**config.mk**
```make
export PLATFORM = sky130hd
export DESIGN_NAME = pve_card_flat
export DESIGN_NICKNAME = d
export VERILOG_FILES = /design/src/pve_pkg.sv /design/src/pve_link_if.sv /design/src/pve_card.sv /design/src/flat_wrapper.sv
export SDC_FILE = /design/constraint.sdc
export NUM_CORES = 1
export LEC_CHECK = 0
export BUFFER_PORTS_ARGS = -buffer_cell sky130_fd_sc_hd__buf_4
export CAP_MARGIN = 0
export CORE_MARGIN = 3
export CORE_UTILIZATION = 51
export DETAILED_ROUTE_END_ITERATION = 7
export PLACE_DENSITY_LB_ADDON = 0.08
export REMOVE_ABC_BUFFERS = 1
export SYNTH_ARGS = -nofsm -noshare
export SYNTH_HDL_FRONTEND = slang
export SYNTH_SLANG_ARGS = --single-unit
```
**constraint.sdc**
```tcl
create_clock -name aclk -period 9.2 [get_ports aclk]
set_input_delay 0.46 -clock aclk [delete_from_list [all_inputs] [get_ports aclk]]
set_output_delay 0.46 -clock aclk [all_outputs]
set_load 0.03 [all_outputs]
```
**src/pve_pkg.sv**
```systemverilog
package pve_pkg;
   typedef enum logic [1:0] {
      OP_VERIFY,
      OP_CHANGE,
      OP_DISABLE
   } pve_op_t;

   localparam int PIN_W = 64;
   localparam int DATA_W = 128;
   localparam int RETRY_W = 2;
   localparam logic [RETRY_W-1:0] RETRY_INIT = 2'h3;
   localparam logic [PIN_W-1:0] PIN_RESET = 64'hffffffffffffffff;

   localparam logic [15:0] SW_OK = 16'h9000;
   localparam logic [15:0] SW_RETRY_BASE = 16'h63c0;
   localparam logic [15:0] SW_BLOCKED = 16'h6983;
   localparam logic [15:0] SW_COND = 16'h6985;
   localparam logic [15:0] SW_BAD_P1P2 = 16'h6b00;
   localparam logic [15:0] SW_WRONG_LEN = 16'h6700;
   localparam logic [15:0] SW_REF_NF = 16'h6a88;

   localparam logic [7:0] LC_EMPTY = 8'h00;
   localparam logic [7:0] LC_PIN = 8'h08;
   localparam logic [7:0] LC_CHANGE = 8'h10;
   localparam logic [7:0] P1_NONE = 8'h00;
   localparam logic [7:0] USAGE_USE = 8'h08;
   localparam logic [7:0] USAGE_NONE = 8'h00;

   localparam int QUAL_SEL_BIT = 7;
   localparam int QUAL_RFU_HI = 6;
   localparam int QUAL_RFU_LO = 5;
   localparam int QUAL_REF_HI = 4;

   localparam logic [7:0] REG_CTRL = 8'h00;
   localparam logic [7:0] REG_QUAL = 8'h04;
   localparam logic [7:0] REG_DATA0 = 8'h08;
   localparam logic [7:0] REG_DATA1 = 8'h0c;
   localparam logic [7:0] REG_DATA2 = 8'h10;
   localparam logic [7:0] REG_DATA3 = 8'h14;
   localparam logic [7:0] REG_STATUS = 8'h18;
   localparam logic [1:0] AXI_OKAY = 2'h0;
   localparam logic [1:0] AXI_SLVERR = 2'h2;
endpackage

```
**src/pve_link_if.sv**
```systemverilog
`timescale 1ns/1ps
interface pve_link_if;
   import pve_pkg::*;
   logic cmd_valid;
   logic cmd_ready;
   pve_op_t cmd_op;
   logic [7:0] cmd_p1;
   logic [7:0] cmd_p2;
   logic [7:0] cmd_lc;
   logic [DATA_W-1:0] cmd_data;
   logic rsp_valid;
   logic [15:0] rsp_sw;

   modport card (
      input cmd_valid, cmd_op, cmd_p1, cmd_p2, cmd_lc, cmd_data,
      output cmd_ready, rsp_valid, rsp_sw
   );
   modport term (
      output cmd_valid, cmd_op, cmd_p1, cmd_p2, cmd_lc, cmd_data,
      input cmd_ready, rsp_valid, rsp_sw
   );
endinterface

```
**src/pve_card.sv**
```systemverilog
// Functional notes
// - Verify only when PIN enabled and unblocked.
// - Verified status shared by every logical channel.
// - PIN-guarded function refused until PIN verified.
// - Correct verify restores retry counter to three.
// - Wrong verify decrements counter on any channel.
// - Answer 63C2, 63C1, then block with 63C0.
// - Verify with data on blocked PIN: 6983.
// - Empty verify reports remaining retries as 63CX.
// - Empty verify on blocked PIN answers 63C0.
// - Qualifier: select bit, zero bits, reference 01-1F.
// - Change carries 16 bytes, old then new.
// - Correct change resets counter, installs new PIN.
// - Wrong change decrements, keeps PIN, blocks third.
// - Disable refused when disabled or blocked.
// - Correct disable resets counter, disables PIN.
// - Replacement key gets usage qualifier 08.
// - Replacement gates single-reference files; multi-reference open.
// - Successful disable triggers security environment revalidation.
// - Wrong disable decrements, stays enabled, blocks third.
// - Blocked PIN condition unsatisfiable until release.
// - Disable P1: replace bit, zero bits, key reference.
`timescale 1ns/1ps
module pve_card
   import pve_pkg::*;
#(
   parameter int NUM_PINS = 4
) (
   // Clock and reset
   input wire logic aclk,
   input wire logic aresetn,
   // Command link from the terminal
   pve_link_if.card link,
   // Release of a blocked PIN
   input wire logic pin_release_valid,
   input wire logic [4:0] pin_release_ref,
   input wire logic [PIN_W-1:0] pin_release_value,
   // File access check
   input wire logic acc_valid,
   input wire logic [NUM_PINS-1:0] acc_mask,
   output logic acc_done_ff,
   output logic acc_grant_ff,
   // PIN state
   output logic [NUM_PINS-1:0] pin_blocked_ff,
   output logic [NUM_PINS-1:0] pin_disabled_ff,
   output logic [NUM_PINS-1:0] pin_verified_ff,
   output logic [7:0] key_usage_ff [NUM_PINS],
   output logic se_revalidate_ff
);
   localparam int IDXW = (NUM_PINS > 1) ? $clog2(NUM_PINS) : 1;

   logic [PIN_W-1:0] pin_val_ff [NUM_PINS];
   logic [RETRY_W-1:0] retry_ff [NUM_PINS];
   logic [NUM_PINS-1:0] repl_on_ff;
   logic [IDXW-1:0] repl_idx_ff [NUM_PINS];
   logic cmd_ready_ff;
   logic rsp_valid_ff;
   logic [15:0] rsp_sw_ff;

   logic take;
   logic [4:0] ref_num;
   logic ref_ok;
   logic [IDXW-1:0] idx;
   logic [4:0] alt_num;
   logic alt_ok;
   logic [IDXW-1:0] alt_idx;
   logic match;
   logic [RETRY_W-1:0] cur_retry;
   logic [RETRY_W-1:0] dec_retry;
   logic do_ok;
   logic do_fail;
   logic [15:0] sw;
   logic [NUM_PINS-1:0] pin_sat;
   logic multi_ref;
   logic any_open;
   logic rel_ok;
   logic [IDXW-1:0] rel_idx;

   assign take = link.cmd_valid && cmd_ready_ff;
   assign ref_num = link.cmd_p2[QUAL_REF_HI:0];
   assign ref_ok = (link.cmd_p2[QUAL_RFU_HI:QUAL_RFU_LO] == 2'h0) && (ref_num != 5'h0)
      && (ref_num <= 5'(NUM_PINS));
   assign idx = IDXW'(ref_num - 5'h1);
   assign alt_num = link.cmd_p1[QUAL_REF_HI:0];
   assign alt_ok = (alt_num != 5'h0) && (alt_num <= 5'(NUM_PINS));
   assign alt_idx = IDXW'(alt_num - 5'h1);
   assign match = link.cmd_data[DATA_W-1 -: PIN_W] == pin_val_ff[idx];
   assign cur_retry = retry_ff[idx];
   // The blocked check comes first, so the counter is never zero here.
   assign dec_retry = cur_retry - 2'h1;
   assign rel_ok = (pin_release_ref != 5'h0) && (pin_release_ref <= 5'(NUM_PINS));
   assign rel_idx = IDXW'(pin_release_ref - 5'h1);

   always_comb begin
      do_ok = 1'b0;
      do_fail = 1'b0;
      sw = SW_OK;
      if (!ref_ok) begin
         sw = SW_REF_NF;
      end else begin
         unique case (link.cmd_op)
            OP_VERIFY: begin
               if (link.cmd_p1 != P1_NONE) begin
                  sw = SW_BAD_P1P2;
               end else if (link.cmd_lc == LC_EMPTY) begin
                  sw = SW_RETRY_BASE | 16'(cur_retry);
               end else if (link.cmd_lc != LC_PIN) begin
                  sw = SW_WRONG_LEN;
               end else if (pin_blocked_ff[idx]) begin
                  sw = SW_BLOCKED;
               end else if (pin_disabled_ff[idx]) begin
                  sw = SW_COND;
               end else if (match) begin
                  do_ok = 1'b1;
               end else begin
                  do_fail = 1'b1;
                  sw = SW_RETRY_BASE | 16'(dec_retry);
               end
            end
            OP_CHANGE: begin
               if (link.cmd_p1 != P1_NONE) begin
                  sw = SW_BAD_P1P2;
               end else if (link.cmd_lc != LC_CHANGE) begin
                  sw = SW_WRONG_LEN;
               end else if (pin_blocked_ff[idx]) begin
                  sw = SW_BLOCKED;
               end else if (pin_disabled_ff[idx]) begin
                  sw = SW_COND;
               end else if (match) begin
                  do_ok = 1'b1;
               end else begin
                  do_fail = 1'b1;
                  sw = SW_RETRY_BASE | 16'(dec_retry);
               end
            end
            OP_DISABLE: begin
               if (link.cmd_p1[QUAL_RFU_HI:QUAL_RFU_LO] != 2'h0
                   || (link.cmd_p1[QUAL_SEL_BIT] && !alt_ok)
                   || (!link.cmd_p1[QUAL_SEL_BIT] && alt_num != 5'h0)) begin
                  sw = SW_BAD_P1P2;
               end else if (link.cmd_lc != LC_PIN) begin
                  sw = SW_WRONG_LEN;
               end else if (pin_blocked_ff[idx]) begin
                  sw = SW_BLOCKED;
               end else if (pin_disabled_ff[idx]) begin
                  sw = SW_COND;
               end else if (match) begin
                  do_ok = 1'b1;
               end else begin
                  do_fail = 1'b1;
                  sw = SW_RETRY_BASE | 16'(dec_retry);
               end
            end
            default: begin
               sw = SW_BAD_P1P2;
            end
         endcase
      end
   end

   // A release on the same cycle as a command to the same PIN wins.
   always_ff @(posedge aclk) begin
      if (!aresetn) begin
         for (int i = 0; i < NUM_PINS; i++) begin
            retry_ff[i] <= RETRY_INIT;
         end
         pin_blocked_ff <= '0;
      end else begin
         if (take && do_ok) begin
            retry_ff[idx] <= RETRY_INIT;
         end else if (take && do_fail) begin
            retry_ff[idx] <= dec_retry;
            if (dec_retry == 2'h0) begin
               pin_blocked_ff[idx] <= 1'b1;
            end
         end
         if (pin_release_valid && rel_ok) begin
            retry_ff[rel_idx] <= RETRY_INIT;
            pin_blocked_ff[rel_idx] <= 1'b0;
         end
      end
   end

   // One shared flag per PIN, so a verify on any channel serves all.
   always_ff @(posedge aclk) begin
      if (!aresetn) begin
         pin_verified_ff <= '0;
      end else begin
         if (take && do_ok && link.cmd_op != OP_DISABLE) begin
            pin_verified_ff[idx] <= 1'b1;
         end else if (take && do_fail) begin
            pin_verified_ff[idx] <= 1'b0;
         end
         if (pin_release_valid && rel_ok) begin
            pin_verified_ff[rel_idx] <= 1'b1;
         end
      end
   end

   always_ff @(posedge aclk) begin
      if (!aresetn) begin
         for (int i = 0; i < NUM_PINS; i++) begin
            pin_val_ff[i] <= PIN_RESET;
         end
      end else begin
         if (take && do_ok && link.cmd_op == OP_CHANGE) begin
            pin_val_ff[idx] <= link.cmd_data[PIN_W-1:0];
         end
         if (pin_release_valid && rel_ok) begin
            pin_val_ff[rel_idx] <= pin_release_value;
         end
      end
   end

   always_ff @(posedge aclk) begin
      if (!aresetn) begin
         pin_disabled_ff <= '0;
         repl_on_ff <= '0;
         for (int i = 0; i < NUM_PINS; i++) begin
            repl_idx_ff[i] <= '0;
            key_usage_ff[i] <= USAGE_NONE;
         end
      end else begin
         if (take && do_ok && link.cmd_op == OP_DISABLE) begin
            pin_disabled_ff[idx] <= 1'b1;
            repl_on_ff[idx] <= link.cmd_p1[QUAL_SEL_BIT];
            repl_idx_ff[idx] <= alt_idx;
            if (link.cmd_p1[QUAL_SEL_BIT]) begin
               key_usage_ff[alt_idx] <= USAGE_USE;
            end
         end
         if (pin_release_valid && rel_ok) begin
            pin_disabled_ff[rel_idx] <= 1'b0;
            repl_on_ff[rel_idx] <= 1'b0;
         end
      end
   end

   always_ff @(posedge aclk) begin
      if (!aresetn) begin
         se_revalidate_ff <= 1'b0;
      end else begin
         se_revalidate_ff <= take && do_ok && link.cmd_op == OP_DISABLE;
      end
   end

   // The card answers every command one cycle after taking it.
   always_ff @(posedge aclk) begin
      if (!aresetn) begin
         cmd_ready_ff <= 1'b0;
         rsp_valid_ff <= 1'b0;
         rsp_sw_ff <= SW_OK;
      end else begin
         cmd_ready_ff <= 1'b1;
         rsp_valid_ff <= take;
         if (take) begin
            rsp_sw_ff <= sw;
         end
      end
   end

   assign link.cmd_ready = cmd_ready_ff;
   assign link.rsp_valid = rsp_valid_ff;
   assign link.rsp_sw = rsp_sw_ff;

   for (genvar i = 0; i < NUM_PINS; i++) begin : g_sat
      assign pin_sat[i] = pin_blocked_ff[i] ? 1'b0 :
         pin_disabled_ff[i] ? (!repl_on_ff[i] || pin_verified_ff[repl_idx_ff[i]]) :
         pin_verified_ff[i];
   end
   assign multi_ref = |(acc_mask & (acc_mask - 1'b1));
   assign any_open = |(acc_mask & pin_disabled_ff & ~pin_blocked_ff);

   always_ff @(posedge aclk) begin
      if (!aresetn) begin
         acc_done_ff <= 1'b0;
         acc_grant_ff <= 1'b0;
      end else begin
         acc_done_ff <= acc_valid;
         if (acc_valid) begin
            acc_grant_ff <= (multi_ref && any_open) || (&(pin_sat | ~acc_mask));
         end
      end
   end
endmodule

```
**src/flat_wrapper.sv**
```systemverilog
// flat-port wrapper written by rule: the top's interface ports become plain ports
module pve_card_flat import pve_pkg::*;
#(
   parameter int NUM_PINS = 4
)
  (aclk, aresetn, pin_release_valid, pin_release_ref, pin_release_value, acc_valid, acc_mask, acc_done_ff, acc_grant_ff, pin_blocked_ff, pin_disabled_ff, pin_verified_ff, key_usage_ff, se_revalidate_ff, link_cmd_valid, link_cmd_op, link_cmd_p1, link_cmd_p2, link_cmd_lc, link_cmd_data, link_cmd_ready, link_rsp_valid, link_rsp_sw);
  pve_link_if link_i ();
  input wire logic aclk;
  input wire logic aresetn;
  input wire logic pin_release_valid;
  input wire logic [4:0] pin_release_ref;
  input wire logic [PIN_W-1:0] pin_release_value;
  input wire logic acc_valid;
  input wire logic [NUM_PINS-1:0] acc_mask;
  output logic acc_done_ff;
  output logic acc_grant_ff;
  output logic [NUM_PINS-1:0] pin_blocked_ff;
  output logic [NUM_PINS-1:0] pin_disabled_ff;
  output logic [NUM_PINS-1:0] pin_verified_ff;
  output logic [7:0] key_usage_ff[NUM_PINS];
  output logic se_revalidate_ff;
  input wire logic [$bits(link_i.cmd_valid)-1:0] link_cmd_valid;
  input wire logic [$bits(link_i.cmd_op)-1:0] link_cmd_op;
  input wire logic [$bits(link_i.cmd_p1)-1:0] link_cmd_p1;
  input wire logic [$bits(link_i.cmd_p2)-1:0] link_cmd_p2;
  input wire logic [$bits(link_i.cmd_lc)-1:0] link_cmd_lc;
  input wire logic [$bits(link_i.cmd_data)-1:0] link_cmd_data;
  output wire logic [$bits(link_i.cmd_ready)-1:0] link_cmd_ready;
  output wire logic [$bits(link_i.rsp_valid)-1:0] link_rsp_valid;
  output wire logic [$bits(link_i.rsp_sw)-1:0] link_rsp_sw;
  assign link_i.cmd_valid = link_cmd_valid;
  assign link_i.cmd_op = link_cmd_op;
  assign link_i.cmd_p1 = link_cmd_p1;
  assign link_i.cmd_p2 = link_cmd_p2;
  assign link_i.cmd_lc = link_cmd_lc;
  assign link_i.cmd_data = link_cmd_data;
  assign link_cmd_ready = link_i.cmd_ready;
  assign link_rsp_valid = link_i.rsp_valid;
  assign link_rsp_sw = link_i.rsp_sw;
  pve_card #(.NUM_PINS(NUM_PINS)) u_core (.aclk(aclk), .aresetn(aresetn), .link(link_i), .pin_release_valid(pin_release_valid), .pin_release_ref(pin_release_ref), .pin_release_value(pin_release_value), .acc_valid(acc_valid), .acc_mask(acc_mask), .acc_done_ff(acc_done_ff), .acc_grant_ff(acc_grant_ff), .pin_blocked_ff(pin_blocked_ff), .pin_disabled_ff(pin_disabled_ff), .pin_verified_ff(pin_verified_ff), .key_usage_ff(key_usage_ff), .se_revalidate_ff(se_revalidate_ff));
endmodule
```
==> impl_results.rst, run 1 <==
.. list-table::
   :header-rows: 1

   * - Metric
     - Value
   * - Outcome
     - finished clean
   * - Vertical extent of the die
     - approximately 190 um
   * - Mux cell area share after synthesis
     - about a tenth
   * - Proportion of register bits with asynchronous set or reset after synthesis
     - 0%
   * - Critical path class
     - input pin to register
   * - Part of the cycle the worst path needs
     - 69.4%
   * - Area after detailed placement
     - 0.0192 mm^2
   * - Endpoint type of the worst setup path
     - register
   * - Total leakage power
     - 7.50 nW
   * - Most area-hungry cell type in the Yosys netlist
     - edfxtp_1
   * - Number of vias in the routed layout
     - 13,000
   * - DP HPWL
     - approximately 28 mm
   * - Final core utilization
     - a little under two thirds
   * - Global route total overflow
     - 0
   * - Critical Path Source Type
     - input pin
   * - Setup repair after global routing missed its margin
     - no
   * - Number of antenna violations at the first check in global routing
     - 2
   * - Average routed wire per standard cell
     - 21.7 um
   * - Combined flip-flop and latch cell area
     - around 0.0094 mm^2
   * - Via density per instance
     - approximately 6
   * - Share of cells above drive strength 1
     - between 20 and 30%
   * - Number of synthesized register bits
     - about 340
   * - Worst hold path type
     - input pin to register
   * - Syn Area/Cell
     - approximately 11 um^2
   * - Die width
     - 187 um
   * - Final Hold Fails
     - 0
   * - Antenna violation net count after detailed routing
     - 0
   * - Wire length of the first global-routing pass
     - 73.5 mm
   * - CTS tree
     - built
   * - H-tree depth reported by CTS
     - 2
   * - Main combinational cell family by area after synthesis
     - simple AND/OR/NAND/NOR gates
   * - Worst-path fanout max
     - 45
   * - Basic-gate share of the synthesized area counting and, or, nand and nor cells
     - between 10% and 20%
   * - Placement row count
     - 65
   * - Seq/Total Area, Yosys
     - a little under three fifths
   * - Top-count cell post-synth
     - nor2_1
   * - GRT Total Usage
     - 26.7%
   * - Most used flip-flop cell after synthesis
     - edfxtp_1
   * - Cell at the root of the clock tree
     - clkbuf_16
   * - Number of clock sinks seen by CTS
     - between 300 and 400
   * - Instance count of the mapped netlist
     - around 1,500
   * - Worst Setup Slack, final
     - roughly 2.8 ns
   * - Number of distinct library cells after synthesis
     - ~60
   * - Initial core utilization
     - 52.3%
   * - Post-Route Hold Slack
     - about 0.15 ns
   * - Area of all placed cells without fillers
     - 0.0203 mm^2
   * - Worst Tran Pin Value
     - 1.16 ns
   * - Number of synthesized flops with an enable pin
     - 264
   * - Overall power consumption
     - between 0.003 and 0.004 W
   * - Arrival @ worst endpoint
     - approximately 6.5 ns
   * - Worst relative slew slack
     - 23.0%
   * - Synthesis-to-layout area growth
     - 21.6%
   * - Final routed DRC violation total
     - 0
   * - Area share of the largest cell type after synthesis
     - between 40 and 50%
   * - Pin count of the biggest net entering global routing
     - a little under 70
   * - Total of buffers placed on input and output ports
     - 293
   * - Setup slack after placement
     - 2.19 ns
   * - Filler Cell Count
     - ~2,600
   * - Required time of the worst setup path
     - ~9.4 ns
   * - Syn Std Cell Area
     - between 0.015 and 0.02 mm^2
   * - VDD IR max
     - between 100 and 150 uV
   * - Final setup skew
     - approximately 0.016 ns
   * - Die area
     - roughly 0.035 mm^2
   * - Ratio of total power to cell area
     - between 150 and 200 mW/mm^2
   * - Post-CTS setup buffer count
     - 0
   * - F_max
     - between 150 and 200 MHz
   * - DRC violation total after the first TritonRoute iteration
     - ~1,000
   * - Commonest cells in the synthesized netlist
     - nor2_1, a21oi_1, edfxtp_1
   * - Yosys warns
     - 0
   * - Clock buffer depth
     - 3
   * - Adder and majority gate portion of the synthesized area
     - less than 1%
   * - Pins Over Slew Limit
     - 0
   * - Resized cells post-CTS
     - 0
   * - Number of iterations in the first detailed-routing pass
     - 5
   * - Post-route minimum period
     - about 6.4 ns
   * - Cell types with the largest area share after synthesis
     - edfxtp_1, mux4_2, dfxtp_1
   * - Fin nets
     - between 1,500 and 2,000
   * - Total wire length
     - 47.8 mm
   * - Final setup fails
     - 0
   * - Xor and xnor area share after synthesis
     - under 10%
   * - Number of buffers added by the clock tree synthesis step
     - 37
   * - CTS clock-pin slew for the worst setup and hold paths
     - roughly 0.060 ns
   * - Final GP Congestion
     - a little over 0.8
   * - Number of global-route vias before repair
     - between 10,000 and 15,000
   * - Number of maximum-capacitance violations
     - 0
   * - Area of the core
     - ~0.032 mm^2
   * - Count of hold buffers inserted by post-cts repair
     - 0
   * - Post-synthesis compound-gate area fraction
     - around 11%
   * - IO Count
     - ~300
   * - Area of combinational cells with multiple inputs
     - approximately 0.0069 mm^2
   * - Later-pin clock latency in the skew report
     - roughly 0.52 ns
report_power, final:
| part | switching, W | total (W) | leakage, nW | internal [W] |
|---|---|---|---|---|
| sequential | 0.0000189 | 0.00173 | 3.24 | 0.00171 |
| combinational | 0.000192 | 0.000371 | 3.71 | 0.000179 |
| clock | 0.000590 | 0.00137 | 0.545 | 0.000779 |
flip-flops by register name (all words and copies together) (netlist names):
signal and cells:
u_core.pin_val_ff 256, u_core.key_usage_ff 32, u_core.link.rsp_sw 12, u_core.repl_idx_ff 8, u_core.retry_ff 8, u_core.pin_blocked_ff 4
u_core.pin_disabled_ff 4, u_core.pin_verified_ff 4, u_core.repl_on_ff 4, u_core.acc_done_ff 1, u_core.acc_grant_ff 1, u_core.link.cmd_ready 1
u_core.link.rsp_valid 1, u_core.se_revalidate_ff 1
path summary, 6_finish.rpt:
path,startpoint,endpoint,slack [ns],depth (start not counted)
setup / recovery,link_cmd_p2[0],u_core.pin_val_ff[3][29]$_DFFE_PP_,2.81,11
hold / removal,acc_valid,u_core.acc_grant_ff$_SDFFE_PN0P_,0.15,2
hold reg to reg,u_core.key_usage_ff[12]$_SDFFE_PN0P_,u_core.key_usage_ff[12]$_SDFFE_PN0P_,0.43,2
setup reg to reg,u_core.pin_val_ff[1][17]$_DFFE_PP_,u_core.pin_val_ff[3][29]$_DFFE_PP_,3.98,8
logic make-up after synthesis:
kind of cell,Yosys count
muxes,78
other,1
AOI/OAI and AO/OA,347
buffers and inverters,114
adders and majority gates,12
and+or+nand+nor,546
xor gates and xnor gates,66
DFF,337
worst max-delay path, stage by stage:
cell and delay (ns):
buf_4 0.09, buf_4 0.56, buf_4 0.77, mux4_2 0.60, xnor2_1 0.19, nand4_1 0.19, nor4_1 0.71, nand4_1 0.84
buf_4 0.54, o21ai_4 0.74, buf_4 0.73
cell type report:
cell class,instances,area share [%]
multi-input cells,1051,33.8
inverters,12,0.222
clock buffers,45,4.77
clock inverters,19,0.673
repair buffers,309,11.5
diodes,1,0.0123
flip-flops and latches,337,46.3
well taps,435,2.69
routing by layer:
metal	part of all wire [%]	up-vias	GRT usage, %
met2	49	654	45.2
met5	0.056	-	0
met4	2.4	4	9.28
met3	9.5	93	6.22
li1	-	5980	-
met1	39	6243	34.1
cells in the final DEF (no fill, tap or decap), drive strengths merged, types with 6 or more instances in the layout:
cell	netlist	routed
mux2i	7	7
nor2	372	372
nor3	17	17
xnor2	65	65
buf	48	309
nor4	17	17
a311oi	7	7
a31oi	11	11
nand4	21	21
nand3	6	6
mux4	69	69
clkbuf	54	45
dfxtp	73	73
nand2	68	68
and2	8	8
ha	11	11
o31ai	6	6
inv	12	16
a21oi	267	267
nor2b	6	6
o21ai	27	27
edfxtp	264	264
clkinv	0	14
through the flow:
step | TNS (ns) | std cells
after floorplan | -329.93 | 1400
after global placement | 0 | 2144
after detailed placement | 0 | 2144
after CTS | 0 | 2208
after global routing | 0 | 2208
final | 0 | 2209
Note: power is estimated with default switching activity, not from simulation.
==> run 2, diff against run 1 <==
Settings changed: ABC_AREA from default to 1, CORE_UTILIZATION 51 to 53.
Clock period 9.2 ns to 5.6 ns, I/O delays scaled along.
==> run 2 against run 1 <==
Critical path depth up 12. Clock power up 87%. Worst hold slack worse by 0.11 ns. Combinational power up 120%. Clock skew about the same. Cell count up 60%. Critical path type unchanged. Utilization up 1.1 points. Sequential power up 65%. Sequential share of layout area down 7.1 points. Non-clock buffer count up 8.
==> impl_results.rst, run 2 <==
.. list-table::
   :header-rows: 1

   * - Metric
     - Value
   * - Outcome
     - finished clean (unchanged)
   * - Fin nets
     - 3,240 (was 1,991)
   * - Commonest cells in the synthesized netlist
     - nand2_1, inv_1, nor2_1 (was nor2_1, a21oi_1, edfxtp_1)
   * - Critical Path Source Type
     - input pin (unchanged)
   * - Part of the cycle the worst path needs
     - around four fifths
   * - Hold path start
     - pin_release_value[47] (was acc_valid)
   * - Reg2reg path depth
     - 19 (was 8)
   * - Via density per instance
     - 5.41 (was 5.87)
   * - Wire length of the first global-routing pass
     - 96.8 mm (was 73.5 mm)
   * - Cell at the root of the clock tree
     - clkbuf_16 (unchanged)
   * - Syn Area/Cell
     - 7.23 um^2 (was 11.1 um^2)
   * - Worst hold path type
     - input pin to register (unchanged)
   * - Die area
     - 0.0405 mm^2 (was 0.0349 mm^2)
   * - Top-count cell post-synth
     - nand2_1 (was nor2_1)
   * - Most used flip-flop cell after synthesis
     - edfxtp_1 (unchanged)
   * - CTS clock-pin slew for the worst setup and hold paths
     - 0.06 ns (about the same)
   * - IO Count
     - 297 (unchanged)
   * - CP max-delay cell
     - nand3_2 (was nand4_1)
   * - Total wire length
     - 62.0 mm (was 47.8 mm)
   * - F_max
     - between 200 and 250 MHz
   * - Synthesis-to-layout area growth
     - 18.7% (was 21.6%)
   * - Critical path class
     - input pin to register (unchanged)
   * - Number of distinct library cells after synthesis
     - 42 (was 61)
   * - Overall power consumption
     - 0.00621 W (was 0.00347 W)
   * - Post-Route Hold Slack
     - 0.0368 ns (was 0.147 ns)
   * - Number of iterations in the first detailed-routing pass
     - 5 (unchanged)
   * - Number of flip-flops in the largest register
     - 256 (unchanged)
   * - Final setup fails
     - 0 (unchanged)
   * - Ratio of total power to cell area
     - 259 mW/mm^2 (was 171 mW/mm^2)
   * - DP HPWL
     - 36.4 mm (was 28.1 mm)
   * - Required time of the worst setup path
     - 5.90 ns (was 9.35 ns)
   * - Endpoint type of the worst setup path
     - register (unchanged)
   * - Final setup skew
     - 0.0159 ns (was 0.0161 ns)
   * - Yosys warns
     - 0 (unchanged)
   * - Average routed wire per standard cell
     - 17.5 um (was 21.7 um)
   * - Syn Std Cell Area
     - 0.0202 mm^2 (was 0.0167 mm^2)
   * - Die width
     - 201 um (was 187 um)
   * - Final routed DRC violation total
     - 0 (unchanged)
   * - Arrival @ worst endpoint
     - 4.78 ns (was 6.54 ns)
   * - Vertical extent of the die
     - 201 um (was 187 um)
   * - GRT Total Usage
     - 29.9% (was 26.7%)
   * - Cell types with the largest area share after synthesis
     - edfxtp_1, nand2_1, inv_1 (was edfxtp_1, mux4_2, dfxtp_1)
   * - Area share of the largest cell type after synthesis
     - 39.3% (was 47.6%)
   * - Filler Cell Count
     - 3,232 (was 2,612)
   * - Area of combinational cells with multiple inputs
     - 0.00827 mm^2 (was 0.00685 mm^2)
   * - Total of buffers placed on input and output ports
     - 293 (unchanged)
   * - Setup repair after global routing missed its margin
     - no (unchanged)
   * - VDD IR max
     - 178 uV (was 117 uV)
   * - Leading cell type in the layout, fill and taps excluded
     - nand2_1 (was nor2_1)
   * - CTS tree
     - built (unchanged)
   * - Share of cells above drive strength 1
     - 13.6% (was 25.9%)
   * - Initial core utilization
     - 54.5% (was 52.3%)
   * - Worst setup path end
     - u_core.pin_val_ff[3][7]$_DFFE_PP_ (was u_core.pin_val_ff[3][29]$_DFFE_PP_)
   * - Number of buffers added by the clock tree synthesis step
     - 39 (was 37)
   * - Final Hold Fails
     - 0 (unchanged)
   * - Final GP Congestion
     - 0.849 (was 0.814)
   * - Number of synthesized flops with an enable pin
     - 264 (unchanged)
   * - Placement row count
     - 70 (was 65)
   * - DRC violation total after the first TritonRoute iteration
     - 1,818 (was 1,034)
   * - Total leakage power
     - 10.6 nW (was 7.50 nW)
   * - Global route total overflow
     - 0 (unchanged)
   * - Cell Chain, Critical Path
     - clkbuf_8, inv_6, ha_2, clkinv_2, buf_4, o211ai_1, nand2_1, nand2_1, nand2_1, nand2_1, nor2_1, nand2_1, nor2_1, nand2_1, nor2_4, nand2_2, nor2_4, nand3_2, buf_12, nor2_1, nand2_1, o21ai_1, inv_1 (was buf_4, buf_4, buf_4, mux4_2, xnor2_1, nand4_1, nor4_1, nand4_1, buf_4, o21ai_4, buf_4)
   * - FF-to-FF End
     - u_core.pin_val_ff[3][7]$_DFFE_PP_ (was u_core.pin_val_ff[3][29]$_DFFE_PP_)
   * - Clock buffer depth
     - 3 (unchanged)
   * - Startpoint of the worst setup timing path
     - link_cmd_p2[0] (unchanged)
   * - Number of clock sinks seen by CTS
     - 337 (unchanged)
   * - Worst setup slack for register-to-register paths
     - 1.83 ns (was 3.98 ns)
   * - Pin count of the biggest net entering global routing
     - 183 (was 68)
   * - Number of synthesized register bits
     - 337 (unchanged)
   * - Resized cells post-CTS
     - 0 (unchanged)
   * - CP peak stage delay
     - 0.61 ns (was 0.84 ns)
   * - Seq/Total Area, Yosys
     - 46.5% (was 56.3%)
   * - H-tree depth reported by CTS
     - 2 (unchanged)
   * - Worst Tran Pin Value
     - 1.09 ns (was 1.16 ns)
   * - Number of antenna violations at the first check in global routing
     - 11 (was 2)
   * - Worst relative slew slack
     - 27.5% (was 23.0%)
   * - Number of vias in the routed layout
     - 19,100 (was 13,000)
   * - Instance count of the mapped netlist
     - 2,794 (was 1,501)
   * - Combined flip-flop and latch cell area
     - 0.00939 mm^2 (unchanged)
   * - Critical R2R Launch
     - u_core.pin_val_ff[2][44]$_DFFE_PP_ (was u_core.pin_val_ff[1][17]$_DFFE_PP_)
   * - Antenna violation net count after detailed routing
     - 0 (unchanged)
   * - Highest-count cells in the layout ignoring fill and taps
     - nand2_1, inv_1, nor2_1 (was nor2_1, buf_4, a21oi_1)
   * - Top register by number of flip-flops
     - u_core.pin_val_ff (unchanged)
   * - Number of maximum-capacitance violations
     - 0 (unchanged)
   * - Most area-hungry cell type in the Yosys netlist
     - edfxtp_1 (unchanged)
   * - Later-pin clock latency in the skew report
     - 0.55 ns (was 0.52 ns)
   * - Post-route minimum period
     - around 4.5 ns
   * - Pins Over Slew Limit
     - 0 (unchanged)
   * - Worst-path fanout max
     - 42 (was 45)
   * - Area of the core
     - 0.0370 mm^2 (was 0.0319 mm^2)
   * - Most common cell type on the critical path
     - nand2_1 (was buf_4)
   * - Number of global-route vias before repair
     - 18,300 (was 13,300)
   * - Proportion of register bits with asynchronous set or reset after synthesis
     - 0% (unchanged)
run 2: changes by cell type in the layout (fill, tap and decap cells not counted), moves of 23 or more:
cell,change
nand3b_1,+50
nor2_1,+37
nor3_1,+59
o211ai_1,+23
mux4_2,-69
o21ai_1,+60
inv_1,+468
nand3_1,+307
nand2_1,+516
a21oi_1,-236
xnor2_1,-64
o21ai_0,+153
run 2: worst max-delay path: cells and delay by family:
family | cells | cell delay, ns
buffers and inverters | 6 | 1.45
adders and majority gates | 1 | 0.39
and+or+nand+nor | 14 | 2.26
AOI/OAI and AO/OA | 2 | 0.32
run 2: layer usage:
layer / vias up / wire length, um / global-route usage (%)
met5: - / 56 / 0
met4: 8 / 2230 / 12.4
met3: 161 / 6520 / 6.71
met2: 964 / 28900 / 49.3
met1: 8684 / 24300 / 38.1
li1: 9316 / - / -
run 2: repair_timing:
| action | in CTS | in global routing |
|---|---|---|
| hold buffers | 1 | 0 |
| hold endpoints to repair | 2 | 0 |
| setup buffers | 0 | 0 |
| endpoints found under the setup margin | 0 | 0 |
run 2: how the worst min path moves through the flow:
stage	endpoint	slack, ns	cells after the start
floorplan	u_core.link.cmd_ready$_DFF_P_	0.31	0
global placement	u_core.key_usage_ff[11]$_SDFFE_PN0P_	0.44	2
detailed placement	u_core.key_usage_ff[11]$_SDFFE_PN0P_	0.44	2
CTS	u_core.pin_val_ff[3][46]$_DFFE_PP_	0.01	3
global route	u_core.pin_val_ff[3][47]$_DFFE_PP_	0.03	3
finish	u_core.pin_val_ff[3][47]$_DFFE_PP_	0.04	3
run 2: area by class of cell:
cell class	instances	share of cell area, %
timing repair buffer	317	10.4
clock inverter	16	0.616
antenna	8	0.0836
clock buffer	52	4.71
multi-input combinational	1802	34.5
tap	504	2.63
sequential	337	39.2
inverter	500	7.87
run 2: stage by stage:
stage                     setup WS [ns]  utilization, %  instance area [um^2]  TNS (ns)  std cells
after CTS                          1.16            64.6                 23900         0       3528
after floorplan                   -7.76               -                 19400  -1667.62       2639
final                              1.12            64.7                 24000         0       3536
after global placement            0.687            61.1                 22600         0       3459
after global routing              0.883            64.7                 24000         0       3535
after detailed placement          0.615            61.1                 22600         0       3459
run 2: logic make-up after synthesis:
group                    Yosys count  share of synthesized area (%)
AND/OR/NAND/NOR                 1472                           31.3
buffers and inverters            656                           13.0
AO/OA/AOI/OAI                    316                           8.40
flip-flops                       337                           46.5
other                              1                         0.0186
adder cells (fa/ha/maj)           11                          0.682
XOR/XNOR                           1                         0.0434
run 2: power by group:
part	switching, W	internal (W)	total (W)
sequential	0.0000357	0.00281	0.00285
combinational	0.000504	0.000297	0.000801
clock	0.00102	0.00154	0.00256
total	0.00155	0.00466	0.00621
